`src/core/paged_external_data_move_stretch_timing_defs.vh`:
```
`ifndef PAGED_EXTERNAL_DATA_MOVE_STRETCH_TIMING_DEFS_VH
`define PAGED_EXTERNAL_DATA_MOVE_STRETCH_TIMING_DEFS_VH

// register byte offsets
`define OFS_CTRL 12'h000
`define OFS_STATUS 12'h004

// control field positions
`define CTRL_STRETCH_LSB 0
`define CTRL_STRETCH_MSB 2
`define CTRL_PAGE_LO 3
`define CTRL_PAGE_HI 4
`define CTRL_PAGED_EN 5
`define CTRL_CDIV_LSB 6
`define CTRL_CDIV_MSB 7
`define CTRL_CMUL 8

// control reset value: no stretch, non-page, divide-by-one
`define CTRL_RESET 9'h080

// clock divide codes
`define CDIV_DIV1 2'b10
`define CDIV_SLOW 2'b11

// page select codes
`define PAGES_ONE 2'b00
`define PAGES_TWO 2'b01
`define PAGES_FOUR 2'b10
`define PAGES_MODE2 2'b11

// slow divide ratio in input clocks, timing counts in system clocks
`define SLOW_DIV_DEFAULT 1024
`define STRETCH_CLKS 5'h04
`define GRP1_SETUP_ADD 5'h01
`define GRP1_HOLD_ADD 5'h01
`define GRP2_SETUP_ADD 5'h08
`define GRP2_HOLD_ADD 5'h04
`define GRP2_ALE_ADD 5'h04
`define BASE_PHASE 5'h01

`endif

```
`src/core/paged_external_data_move_stretch_timing.v`:
```
`timescale 1ns/1ns
`include "paged_external_data_move_stretch_timing_defs.vh"
module paged_external_data_move_stretch_timing #(
  parameter SLOW_DIV = `SLOW_DIV_DEFAULT
) (
  input wire clk,
  input wire rst,
  input wire ce,
  input wire psel,
  input wire penable,
  input wire pwrite,
  input wire [11:0] paddr,
  input wire [31:0] pwdata,
  output reg [31:0] prdata,
  output wire pready,
  output wire pslverr,
  input wire req_valid,
  output wire req_ready,
  input wire req_write,
  input wire [15:0] req_addr,
  input wire [7:0] req_wdata,
  output reg done,
  output reg [7:0] rdata,
  output reg ale,
  output reg rd_n,
  output reg wr_n,
  output reg [7:0] port0_out,
  output reg port0_oe,
  input wire [7:0] port0_in,
  output reg [7:0] port2_out,
  output reg port2_oe,
  input wire [7:0] port2_in
);

  localparam ST_IDLE = 5'b00001;
  localparam ST_ADDR = 5'b00010;
  localparam ST_SETUP = 5'b00100;
  localparam ST_STROBE = 5'b01000;
  localparam ST_HOLD = 5'b10000;

  reg [8:0] ctrl_reg;
  reg [4:0] state_reg;
  reg [4:0] state_next;
  reg [4:0] cnt_reg;
  reg [4:0] cnt_next;
  reg [2:0] stretch_reg;
  reg [1:0] pages_reg;
  reg paged_reg;
  reg miss_reg;
  reg write_reg;
  reg [15:0] addr_reg;
  reg [7:0] wdata_reg;
  reg [7:0] last_page_reg;
  reg page_valid_reg;
  reg [7:0] len_reg;
  reg [7:0] last_len_reg;
  reg last_miss_reg;
  reg [9:0] div_reg;
  wire sys_tick;
  wire start;
  wire miss_now;
  wire mode2;
  wire apb_setup;
  wire apb_write;
  wire hit_ctrl;
  wire hit_status;
  wire [15:0] pin_addr;
  wire pin_mode2;

  // strobe width in system clocks at divide-by-one
  function [4:0] strobe_len;
    input [2:0] code;
    input [1:0] pages;
    reg [4:0] w;
    begin
      w = {code, 2'b00};
      if (pages[1]) begin
        strobe_len = (code == 3'b000) ? 5'h02 : w;
      end else begin
        strobe_len = (code == 3'b000) ? 5'h01 : w - 5'h01;
      end
    end
  endfunction

  // address setup phase length
  function [4:0] setup_len;
    input [2:0] code;
    begin
      if (code == 3'b000) begin
        setup_len = `BASE_PHASE;
      end else if (!code[2]) begin
        setup_len = `BASE_PHASE + `GRP1_SETUP_ADD;
      end else begin
        setup_len = `BASE_PHASE + `GRP2_SETUP_ADD;
      end
    end
  endfunction

  // address and data hold phase length
  function [4:0] hold_len;
    input [2:0] code;
    begin
      if (code == 3'b000) begin
        hold_len = `BASE_PHASE;
      end else if (!code[2]) begin
        hold_len = `BASE_PHASE + `GRP1_HOLD_ADD;
      end else begin
        hold_len = `BASE_PHASE + `GRP2_HOLD_ADD;
      end
    end
  endfunction

  // address latch phase length
  function [4:0] ale_len;
    input [2:0] code;
    begin
      ale_len = code[2] ? `BASE_PHASE + `GRP2_ALE_ADD : `BASE_PHASE;
    end
  endfunction

  // apb decode, zero wait states
  assign apb_setup = psel && !penable;
  assign apb_write = psel && penable && pwrite;
  assign hit_ctrl = (paddr == `OFS_CTRL);
  assign hit_status = (paddr == `OFS_STATUS);
  assign pready = 1'b1;
  assign pslverr = psel && penable && !hit_ctrl && !hit_status;

  // system clock enable from the divider setting
  assign sys_tick = (ctrl_reg[`CTRL_CDIV_MSB:`CTRL_CDIV_LSB] == `CDIV_SLOW) ?
    (div_reg == SLOW_DIV[9:0] - 10'h001) : 1'b1;

  // page mode 2 or non-page bus always emits the address phase
  assign mode2 = (pages_reg == `PAGES_MODE2);
  assign miss_now = !ctrl_reg[`CTRL_PAGED_EN] ||
    ({ctrl_reg[`CTRL_PAGE_HI], ctrl_reg[`CTRL_PAGE_LO]} == `PAGES_MODE2) ||
    ({ctrl_reg[`CTRL_PAGE_HI], ctrl_reg[`CTRL_PAGE_LO]} == `PAGES_ONE) ||
    !page_valid_reg || (req_addr[15:8] != last_page_reg);
  assign req_ready = (state_reg == ST_IDLE);
  assign start = ce && req_valid && req_ready;

  // latched copies load on the taking edge, so the pins use the request there
  assign pin_addr = start ? req_addr : addr_reg;
  assign pin_mode2 = start ? (ctrl_reg[`CTRL_PAGED_EN] &&
    ({ctrl_reg[`CTRL_PAGE_HI], ctrl_reg[`CTRL_PAGE_LO]} == `PAGES_MODE2)) :
    (mode2 && paged_reg);

  // divider counter
  always @(posedge clk or posedge rst) begin
    if (rst) begin
      div_reg <= 10'h000;
    end else if (ce) begin
      if (sys_tick || ctrl_reg[`CTRL_CDIV_MSB:`CTRL_CDIV_LSB] != `CDIV_SLOW) begin
        div_reg <= 10'h000;
      end else begin
        div_reg <= div_reg + 10'h001;
      end
    end
  end

  // register file writes and read data
  always @(posedge clk or posedge rst) begin
    if (rst) begin
      ctrl_reg <= `CTRL_RESET;
      prdata <= 32'h0000_0000;
    end else if (ce) begin
      if (apb_write && hit_ctrl) begin
        ctrl_reg <= pwdata[8:0];
      end
      if (apb_setup) begin
        if (paddr == `OFS_CTRL) begin
          prdata <= {23'h00_0000, ctrl_reg};
        end else if (paddr == `OFS_STATUS) begin
          prdata <= {16'h0000, last_len_reg, 6'h00, last_miss_reg, !req_ready};
        end else begin
          prdata <= 32'h0000_0000;
        end
      end
    end
  end

  // phase sequencer
  always @* begin
    state_next = state_reg;
    cnt_next = cnt_reg;
    case (state_reg)
      ST_IDLE: begin
        if (start) begin
          state_next = ST_SETUP;
          cnt_next = setup_len(ctrl_reg[2:0]);
          if (miss_now) begin
            state_next = ST_ADDR;
            cnt_next = ale_len(ctrl_reg[2:0]);
          end
        end
      end
      ST_ADDR: begin
        if (sys_tick) begin
          cnt_next = cnt_reg - 5'h01;
          if (cnt_reg == 5'h01) begin
            state_next = ST_SETUP;
            cnt_next = setup_len(stretch_reg);
          end
        end
      end
      ST_SETUP: begin
        if (sys_tick) begin
          cnt_next = cnt_reg - 5'h01;
          if (cnt_reg == 5'h01) begin
            state_next = ST_STROBE;
            cnt_next = strobe_len(stretch_reg, pages_reg);
          end
        end
      end
      ST_STROBE: begin
        if (sys_tick) begin
          cnt_next = cnt_reg - 5'h01;
          if (cnt_reg == 5'h01) begin
            state_next = ST_HOLD;
            cnt_next = hold_len(stretch_reg);
          end
        end
      end
      ST_HOLD: begin
        if (sys_tick) begin
          cnt_next = cnt_reg - 5'h01;
          if (cnt_reg == 5'h01) begin
            state_next = ST_IDLE;
            cnt_next = 5'h00;
          end
        end
      end
      default: begin
        state_next = ST_IDLE;
        cnt_next = 5'h00;
      end
    endcase
  end

  // state, latched settings and access bookkeeping
  always @(posedge clk or posedge rst) begin
    if (rst) begin
      state_reg <= ST_IDLE;
      cnt_reg <= 5'h00;
      stretch_reg <= 3'b000;
      pages_reg <= 2'b00;
      paged_reg <= 1'b0;
      miss_reg <= 1'b0;
      write_reg <= 1'b0;
      addr_reg <= 16'h0000;
      wdata_reg <= 8'h00;
      last_page_reg <= 8'h00;
      page_valid_reg <= 1'b0;
      len_reg <= 8'h00;
      last_len_reg <= 8'h00;
      last_miss_reg <= 1'b0;
      done <= 1'b0;
      rdata <= 8'h00;
    end else if (ce) begin
      state_reg <= state_next;
      cnt_reg <= cnt_next;
      done <= 1'b0;
      if (start) begin
        stretch_reg <= ctrl_reg[`CTRL_STRETCH_MSB:`CTRL_STRETCH_LSB];
        pages_reg <= {ctrl_reg[`CTRL_PAGE_HI], ctrl_reg[`CTRL_PAGE_LO]};
        paged_reg <= ctrl_reg[`CTRL_PAGED_EN];
        miss_reg <= miss_now;
        write_reg <= req_write;
        addr_reg <= req_addr;
        wdata_reg <= req_wdata;
        last_page_reg <= req_addr[15:8];
        page_valid_reg <= ctrl_reg[`CTRL_PAGED_EN] &&
          ({ctrl_reg[`CTRL_PAGE_HI], ctrl_reg[`CTRL_PAGE_LO]} != `PAGES_ONE);
        len_reg <= 8'h00;
      end else if (state_reg != ST_IDLE && sys_tick) begin
        len_reg <= len_reg + 8'h01;
      end
      // sample read data on the last strobe clock
      if (state_reg == ST_STROBE && sys_tick && cnt_reg == 5'h01 && !write_reg) begin
        rdata <= (mode2 && paged_reg) ? port2_in : port0_in;
      end
      if (state_reg == ST_HOLD && sys_tick && cnt_reg == 5'h01) begin
        done <= 1'b1;
        last_len_reg <= len_reg + 8'h01;
        last_miss_reg <= miss_reg;
      end
    end
  end

  // bus pin drive per phase
  always @(posedge clk or posedge rst) begin
    if (rst) begin
      ale <= 1'b0;
      rd_n <= 1'b1;
      wr_n <= 1'b1;
      port0_out <= 8'h00;
      port0_oe <= 1'b0;
      port2_out <= 8'h00;
      port2_oe <= 1'b0;
    end else if (ce) begin
      ale <= (state_next == ST_ADDR);
      rd_n <= !(state_next == ST_STROBE && !write_reg);
      wr_n <= !(state_next == ST_STROBE && write_reg);
      if (pin_mode2) begin
        // low byte on port0, high byte shares port2 with data
        port0_out <= pin_addr[7:0];
        port0_oe <= (state_next != ST_IDLE);
        if (state_next == ST_ADDR || state_next == ST_SETUP) begin
          port2_out <= pin_addr[15:8];
          port2_oe <= 1'b1;
        end else begin
          port2_out <= wdata_reg;
          port2_oe <= write_reg && (state_next == ST_STROBE || state_next == ST_HOLD);
        end
      end else begin
        // low byte multiplexed with data on port0
        port2_out <= pin_addr[15:8];
        port2_oe <= (state_next != ST_IDLE);
        if (state_next == ST_ADDR) begin
          port0_out <= pin_addr[7:0];
          port0_oe <= 1'b1;
        end else begin
          port0_out <= wdata_reg;
          port0_oe <= write_reg && (state_next == ST_STROBE || state_next == ST_HOLD);
        end
      end
    end
  end

endmodule

```
`config.mk`:
```
export PLATFORM = sky130hd
export DESIGN_NAME = paged_external_data_move_stretch_timing
export DESIGN_NICKNAME = d
export VERILOG_FILES = /design/src/core/paged_external_data_move_stretch_timing.v
export VERILOG_INCLUDE_DIRS = /design/src /design/src/core
export SDC_FILE = /design/constraint.sdc
export NUM_CORES = 1
export LEC_CHECK = 0
export ABC_AREA = 0
export BUFFER_PORTS_ARGS = -buffer_cell sky130_fd_sc_hd__clkbuf_2
export CELL_PAD_IN_SITES_DETAIL_PLACEMENT = 0
export CELL_PAD_IN_SITES_GLOBAL_PLACEMENT = 1
export CORE_UTILIZATION = 44
export DETAILED_ROUTE_END_ITERATION = 8
export PLACE_DENSITY_LB_ADDON = 0.15
export SLEW_MARGIN = 30
export SYNTH_ARGS = -nofsm -noshare
export SYNTH_HDL_FRONTEND = slang
export SYNTH_SLANG_ARGS = --single-unit
```
`constraint.sdc`:
```
create_clock -name clk -period 8.1 [get_ports clk]
set_input_delay 0.81 -clock clk [delete_from_list [all_inputs] [get_ports clk]]
set_output_delay 0.81 -clock clk [all_outputs]
set_load 0.01 [all_outputs]
```
== Word-level counts from Yosys, hierarchy flattened ==
Index checks and enable logic that the tools add are counted.

* Output and inout bits: 65
* ROM bits: 0
* Memories: 0
* Latch bits: 0
* Register bits after elaboration: 149
* Bits in writable memories: 0

* Bitwise gates (word level): 0
* Divide/modulo/power cells: 0
* Multiply operators: 0
* Order comparisons: 0
* Multiplexer cells: 50
* Equality and inequality tests: 24
* Reduce and logical (&&, ||, !) cells: 49
* Add/sub/neg operators: 4
* Shifts and indexed selects: 0

{| class="wikitable"
|+ Operators by type and width
! operator !! count
|-
| $mux W5 || 22
|-
| $mux W8 || 7
|-
| $pmux W5 S5 || 2
|-
| $mux W16 || 3
|-
| $logic_and A1 B1 Y1 || 20
|-
| $mux W4 || 4
|-
| $eq A12 B3 Y1 const B || 1
|-
| $logic_not A12 Y1 || 1
|-
| $mux W3 || 4
|-
| $reduce_and A2 Y1 || 6
|-
| $add A10 B1 Y10 const B || 1
|-
| $eq A10 B10 Y1 const B || 1
|-
| $eq A5 B1 Y1 const B || 2
|-
| $eq A5 B2 Y1 const B || 2
|-
| $eq A5 B3 Y1 const B || 2
|-
| $eq A5 B4 Y1 const B || 2
|-
| $eq A5 B5 Y1 const B || 2
|-
| $mux W10 || 1
|-
| $ne A2 B2 Y1 const B || 5
|-
| $ne A5 B1 Y1 const B || 2
|-
| $sub A5 B1 Y5 const B || 2
|-
| $logic_not A1 Y1 || 9
|-
| $add A8 B1 Y8 const B || 1
|-
| $ne A8 B8 Y1 || 1
|-
| 8 further kinds || 24
|}

== Logic depth before layout (Yosys ltp) ==
Gate-level depths: netlist of the first run.

* Depth in word-level cells: 13
* Mapped depth: 10
* Gate-level depth less buffers: 8

== Worst setup path after synthesis of the first run ==
Ideal clock, no wire load.

* Kind: input-to-output
* Start point: in paddr[9]
* End point: out pslverr
* Slack: 5.814 ns
* Required time: 7.290 ns
* Arrival: 1.476 ns
* Stages on the path: 3
* Buffers on the path: 0
* Path through: nor4_1 nand3_1 and3_1

* Cells in the longest elaborated chain, start to end: 4
* Elaborated cells on any way between the ends: 6
* Those cells by class: 1 x eq/ne; 5 x reduce/logical

{| class="wikitable"
|+ RTL lines
! item !! RTL line !! source
|-
| from (decl) || paged_external_data_move_stretch_timing.v:12 || <nowiki>input wire [11:0] paddr,</nowiki>
|-
| $logic_not A12 Y1 (no source line) || -- ||
|-
| $logic_not A1 Y1 || paged_external_data_move_stretch_timing.v:127 || <nowiki>assign pslverr = psel && penable && !hit_ctrl && !hit_status;</nowiki>
|-
| $logic_and A1 B1 Y1 || paged_external_data_move_stretch_timing.v:127 ||
|-
| $logic_and A1 B1 Y1 (*) || paged_external_data_move_stretch_timing.v:127 ||
|-
| to (decl) || paged_external_data_move_stretch_timing.v:16 || <nowiki>output wire pslverr,</nowiki>
|}

Mark *: on every way between the ends. The rest lies on a longest branch, timed or not.

== Worst setup path in the final report of the first run ==
* Start point: in ce
* End point: reg port0_out[3]

* Cells in the longest elaborated chain, start to end: 7
* Elaborated cells on any way between the ends: 9
* Those cells by class: 1 x eq/ne; 6 x mux; 2 x reduce/logical

{| class="wikitable"
|+ RTL lines
! item !! RTL line !! source
|-
| from (decl) || paged_external_data_move_stretch_timing.v:8 || <nowiki>input wire ce,</nowiki>
|-
| $logic_and A1 B1 Y1 (2 in series) || paged_external_data_move_stretch_timing.v:140 || <nowiki>assign start = ce && req_valid && req_ready;</nowiki>
|-
| $mux W5 || paged_external_data_move_stretch_timing.v:188 || <nowiki>if (start) begin</nowiki>
|-
| $pmux W5 S5 || paged_external_data_move_stretch_timing.v:186 || <nowiki>case (state_reg)</nowiki>
|-
| $eq A5 B2 Y1 || paged_external_data_move_stretch_timing.v:319 || <nowiki>if (state_next == ST_ADDR) begin</nowiki>
|-
| $mux W8 || paged_external_data_move_stretch_timing.v:319 ||
|-
| $mux W8 || paged_external_data_move_stretch_timing.v:304 || <nowiki>if (pin_mode2) begin</nowiki>
|-
| to (signal assigned) || paged_external_data_move_stretch_timing.v:306 || <nowiki>port0_out <= pin_addr[7:0];</nowiki>
|-
| to (signal assigned) || paged_external_data_move_stretch_timing.v:320 || <nowiki>port0_out <= pin_addr[7:0];</nowiki>
|-
| to (signal assigned) || paged_external_data_move_stretch_timing.v:323 || <nowiki>port0_out <= wdata_reg;</nowiki>
|-
| to (decl) || paged_external_data_move_stretch_timing.v:27 || <nowiki>output reg [7:0] port0_out,</nowiki>
|}

Parallel ways exist; a longest one is shown, timed or not.
A chain may end at the register's enable or synchronous reset.

==> results.yml, run 1 <==
outcome:
  status: "complete, no violations"
final_layout:
  syn_to_final_growth_pct: 18.8
  n_antenna_cell: 0
  nNetsFinal: 879
  final_cell_mix: "161 x nand2_1, 129 x dfrtp_1, 116 x clkbuf_2"
  layout_commonest_cell: "nand2_1"
  layout-drive-gt1-share: 0.223
  finish.instance_area_sq_mm: 0.00762
floorplanning:
  core_sq_mm: 0.0140
  core.rowCount: 43
  start_util: 0.457
  die_h_um: 123
  die_area_sq_mm: 0.0151
  chipWidth_um: 123
  num_io_pins: 157
sta:
  worst_slew_pin_slew_ps: 871
  skew_ps: 7.71
  final.setup.worst_slack_ps: 4710
  hold_violations: 0
  period_needed_ps: 3390
  tns_ps: 0
  max_freq_ghz: 0.295
  grt_setup_unrepaired: "no"
  slew_headroom: 0.418
  maxSlewViolCount: 0
  setup_viol: 0
  timing.final.crit_share: 0.419
clocking:
  worstSkewPairLatency_ps: 420
  cts_setup_buffers: 0
  hold_buffers: 0
  clkTransAtPathRegs_ps: 60
  clockRootBuffer: "clkbuf_16"
  cts_resized: 0
  clock-sinks: 133
  cts_buffers: 17
  cts_tree: "yes"
  clockBufferDepth: 2
  h-tree-depth: 4
route:
  firstDrtPassIters: 4
  wl_met1_mm: 6.62
  avgRoutedWirePerCell_um: 14.7
  avgViaCountPerCell: 5.18
  drt_iter0_markers: 247
  num_vias: 5028
  highest_layer: "met4"
  dr_wl_met3_um: 885
  drc: 0
  totalWireLength_mm: 14.3
  wl_met2_mm: 6.63
  ant_nets: 0
global_routing:
  overflow: 0
  grt_antenna_before_repair: 0
  grt.total_usage: 0.205
  grt_pass1_vias: 4848
  grt_pass1_wl_mm: 23.5
  grt_max_degree: 79
placement:
  io_buffer_count: 116
  preCtsSetupSlack_ps: 4230
  post_dp_cell_area_sq_mm: 0.00701
  gp_congestion: 0.786
  dp_hpwl_mm: 10.0
flow_run:
  drv_cap: 0
worst_hold_path:
  hp-class: "reg -> reg"
  worstHoldPathCells: 2
logic_synthesis:
  synthDominantCellAreaShare: 0.503
  syn_area_sq_mm: 0.00641
  ys_warn_count: 0
  synth_async_sr_flop_share: 1.00
  synth_flop_cell: "dfrtp_1"
  yosysTopAreaCell: "dfrtp_1"
  syn_area_per_cell_sq_um: 9.47
  yosysUniqueCellTypes: 57
  synthTopCellsByArea: "dfrtp_1 50%, nand2_1 9.5%, o21ai_0 4.1%"
  seq_area_frac_synth: 0.520
  synth_edf_count: 0
  ys_ff_latch: 133
  synthCells: 677
worst_setup_path:
  worstSetupPathType: "in -> reg"
  cp_num_buf_inv: 2
  path_max_fanout: 78
  cp-end-kind: "flip-flop"
  cp-start-kind: "input port"
  reg2regPathDepth: 5
  slowest_stage: "and2_1"
  crit_arrival_ps: 3660
  cp_cell_sequence: "clkbuf_2 > buf_4 > and3_1 > and2_1 > mux2i_1 > a221oi_4 > o221ai_1"
  cp.depth: 7
  cp.required_ps: 8360
  slowest_delay_ps: 660
  crit_family: "simple AND/OR/NAND/NOR gates"
pwr:
  powerDensity_mw_per_mm2: 249
  power.leakage_nw: 3.79
  vdd_drop_max_mv: 0.145
[metal layers]
| layer | up-vias | track usage |
|---|---|---|
| met3 | 15 | 0.0660 |
| met2 | 129 | 0.324 |
| met4 | 0 | 0.0671 |
| met1 | 2403 | 0.265 |
| li1 | 2481 | - |
| met5 | - | 0 |
[worst register-to-register path, cell delays in order (launching register included)]
cell and delay, ps:
dfrtp_1 500, nor4_4 370, and2_1 700, mux2i_1 330, a221oi_4 640, o221ai_1 250
[synth_stat cells (9+ instances only)]
cell	number
mux2_2	12
nor2b_1	11
o22ai_1	10
buf_4	18
xnor2_1	10
buf_2	13
clkbuf_1	15
nand2_1	162
o21ai_0	52
xor2_1	14
a21oi_1	12
dfrtp_1	129
nand3_1	24
nor2_1	39
inv_1	27
mux2i_1	13
o221ai_1	9
a22o_1	13
[cell families after synthesis]
family / Yosys count / synth area share
XOR/XNOR: 24 / 0.0328
buffers and inverters: 79 / 0.0628
multiplexers: 25 / 0.0414
AND/OR/NAND/NOR: 281 / 0.196
adder cells (fa/ha/maj): 8 / 0.0156
flip-flops: 133 / 0.520
other: 2 / 0.00117
AO/OA/AOI/OAI: 125 / 0.131
[final cells by class]
class,instances,area (sq um)
tap,180,225
fill,1288,6420
clock inverter,8,123
inverter,28,108
multi-input combinational,480,2740
clock buffer,23,488
timing repair buffer,119,607
sequential,133,3330
[path summary, 6_finish.rpt]
check	from	to	slack, ps
min	rdata[3]	rdata[3]	470
min reg2reg	rdata[3]	rdata[3]	470
min in group asynchronous	rst	div_reg[1]	510
max in group asynchronous	rst	rdata[7]	6460
max reg2reg	state_reg[4]	port0_out[3]	5140
max	ce	port0_out[3]	4710
[stage by stage]
stage | hold slack, ps | utilization | total power (W) | std cells
finish | 475 | 0.543 | 0.00190 | 971
floorplan | 441 | - | 0.00102 | 692
global route | 508 | 0.543 | 0.00200 | 971
CTS | 475 | 0.542 | 0.00192 | 971
global placement | 455 | 0.499 | 0.00111 | 940
detailed placement | 461 | 0.499 | 0.00112 | 940
[report_power, final]
group	leakage (nW)	switching, W	total [W]	internal, W
registers	1.76	0.0000698	0.000832	0.000763
logic	1.74	0.000162	0.000276	0.000114
clock network	0.291	0.000276	0.000789	0.000513
total	3.79	0.000508	0.00190	0.00139
Note: power is estimated with default switching activity, not from simulation.
==> run 2, diff against run 1 <==
Settings changed: ABC_AREA 0 to 1, CORE_UTILIZATION 44 to 36.
Clock period 8.1 ns to 3.02 ns, I/O delays scaled along.
==> run 2 against run 1 <==
- power increased to 3.6 times the previous value
- clock skew is essentially flat
- sequential share of layout area down 1.9 points
- cell count is 15% higher
- synthesized cell count increased by 13%
- core utilization shrank 8.8 points
- design area rose by 4.7%
- die area rose by 25%
- hold slack worse by 460 ps
- critical path type is now reg -> reg
- largest cell class unchanged
==> results.yml, run 2 <==
route:
  drt_iter0_markers: 284
  avgViaCountPerCell: 4.74
  firstDrtPassIters: 4
  totalWireLength_mm: 15.6
  ant_nets: 0
  num_vias: 5318
  avgRoutedWirePerCell_um: 13.9
  drc: 0
clocking:
  worstSkewPairLatency_ps: 420
  cts_tree: "yes"
  cts_buffers: 17
  clkTransAtPathRegs_ps: 60
  clockBufferDepth: 2
  cts_resized: 0
  clockRootBuffer: "clkbuf_16"
  h-tree-depth: 4
  clock-sinks: 133
  hold_buffers: 0
  cts_setup_buffers: 0
global_routing:
  grt_max_degree: 52
  grt_antenna_before_repair: 0
  overflow: 0
  grt_pass1_wl_mm: 26.0
  grt.total_usage: 0.180
  grt_pass1_vias: 5251
final_layout:
  nNetsFinal: 983
  final_cell_mix: "195 x nand2_1, 129 x dfrtp_1, 116 x clkbuf_2"
  layout_commonest_cell: "nand2_1"
  instances_no_fill: 1121
  layout-drive-gt1-share: 0.227
  fin_util: 0.455
  n_antenna_cell: 0
  syn_to_final_growth_pct: 21.6
  multi_input_area_sq_mm: 0.00268
  fillers: 1748
  regArea_sq_mm: 0.00333
worst_setup_path:
  cpMostUsedCell: "o21ai_0"
  rrSetupSlack_ps: 700
  r2r-end: "port0_out[5]"
  r2r_start: "state_reg[2]"
  cp-start-kind: "flip-flop"
  cp.required_ps: 3330
  cp_cell_sequence: "nor2_4 > nand4_4 > nor2_8 > inv_2 > or2_2 > o21ai_0 > a21oi_1 > o21ai_0 > nand2_1"
  crit_arrival_ps: 2620
  reg2regPathDepth: 9
  cp-startpoint: "state_reg[2]"
  critPathCapture: "port0_out[5]"
  cp-end-kind: "flip-flop"
  crit_family: "simple AND/OR/NAND/NOR gates"
  slowest_delay_ps: 450
  cp_num_buf_inv: 1
  slowest_stage: "dfrtp_1"
  path_max_fanout: 31
  cp.depth: 9
  worstSetupPathType: "reg -> reg"
sta:
  skew_ps: 7.86
  hold_violations: 0
  timing.final.crit_share: 0.767
  setup_viol: 0
  max_freq_ghz: 0.432
  slew_headroom: 0.470
  worst_slew_pin_slew_ps: 793
  final.setup.worst_slack_ps: 705
  maxSlewViolCount: 0
  grt_setup_unrepaired: "no"
  period_needed_ps: 2320
  tns_ps: 0
placement:
  dp_hpwl_mm: 11.4
  gp_congestion: 0.802
  place_inst: 1089
  io_buffer_count: 116
  preCtsSetupSlack_ps: 687
pwr:
  power.leakage_nw: 4.07
  powerDensity_mw_per_mm2: 852
  p_total_w: 0.00679
  vdd_drop_max_mv: 0.469
logic_synthesis:
  syn_area_sq_mm: 0.00656
  synth_async_sr_flop_share: 1.00
  synthDominantCellAreaShare: 0.492
  ys_ff_latch: 133
  yosysUniqueCellTypes: 48
  synth_flop_cell: "dfrtp_1"
  synthTopCellsByArea: "dfrtp_1 49%, nand2_1 11%, o21ai_0 5.6%"
  yosysMostFrequentCell: "nand2_1"
  seq_area_frac_synth: 0.508
  synthTopCellsByCount: "195 x nand2_1, 129 x dfrtp_1, 90 x inv_1"
  synth_edf_count: 0
  yosysTopAreaCell: "dfrtp_1"
  synthCells: 766
  syn_area_per_cell_sq_um: 8.56
  ys_warn_count: 0
floorplanning:
  die_h_um: 137
  chipWidth_um: 137
  core_sq_mm: 0.0175
  num_io_pins: 157
  start_util: 0.374
  die_area_sq_mm: 0.0188
  core.rowCount: 48
flow_run:
  drv_cap: 0
worst_hold_path:
  hp-class: "in -> async"
outcome:
  status: "complete, no violations"
==> run 2: changes by cell type after synthesis, moves of 7 or more <==
cell / before / now
o21bai_1: 0 / 8
nor2b_1: 11 / 0
o31ai_1: 5 / 12
mux2_2: 12 / 2
o21ai_1: 3 / 10
a21oi_1: 12 / 26
inv_1: 27 / 90
a22o_1: 13 / 0
o221ai_1: 9 / 1
nand2_1: 162 / 195
o21ai_0: 52 / 74
==> run 2: per-stage QoR <==
stage	hold slack, ps	instance area, sq um
after global placement	447	7320
after global routing	63.7	7980
after floorplan	419	6620
after CTS	47.3	7980
final	11.6	7980
after detailed placement	451	7320
==> run 2: layer usage <==
metal  global-route usage  vias to the layer above  wire length (um)  part of all wire
li1                     -                     2670                 -                 -
met1                0.242                     2548              7270              0.47
met2                0.283                       80              7530              0.48
met3               0.0415                       20               491             0.032
met4               0.0653                        0               288             0.018
met5                    0                        -                 0                 0
==> run 2: worst min path at each step <==
stage | from | to | slack (ps)
2_1_floorplan | req_write | write_reg | 420
3_3_place_gp | addr_reg[13] | addr_reg[13] | 450
3_5_place_dp | addr_reg[13] | addr_reg[13] | 450
4_1_cts | rst | last_page_reg[7] | 50
5_1_grt | rst | last_page_reg[7] | 60
6_report | rst | last_page_reg[7] | 10
==> run 2: kinds of logic (layout without fill, tap and decap cells) <==
| group | count (synthesis) | count (layout) | synth area share |
|---|---|---|---|
| and+or+nand+nor | 308 | 308 | 0.215 |
| AOI/OAI and AO/OA | 152 | 152 | 0.131 |
| buffers and inverters | 137 | 252 | 0.0923 |
| DFF | 133 | 133 | 0.508 |
| xor gates and xnor gates | 15 | 15 | 0.0200 |
| muxes | 11 | 11 | 0.0172 |
| adders and majority gates | 8 | 8 | 0.0153 |
| other | 2 | 17 | 0.00115 |
==> run 2: layout make-up <==
| type | instances | area share |
|---|---|---|
| clock buffers | 20 | 0.0573 |
| clock inverters | 12 | 0.0253 |
| inverters | 97 | 0.0461 |
| multi-input cells | 511 | 0.336 |
| flip-flops and latches | 133 | 0.418 |
| well taps | 225 | 0.0353 |
| repair buffers | 123 | 0.0825 |
==> run 2: report_power, final <==
part	leakage [nW]	total (W)	internal, W	switching [W]
Clock	0.316	0.00229	0.00151	0.000780
Combinational	2.08	0.00190	0.000729	0.00117
Sequential	1.67	0.00260	0.00231	0.000290
Total	4.07	0.00679	0.00455	0.00224
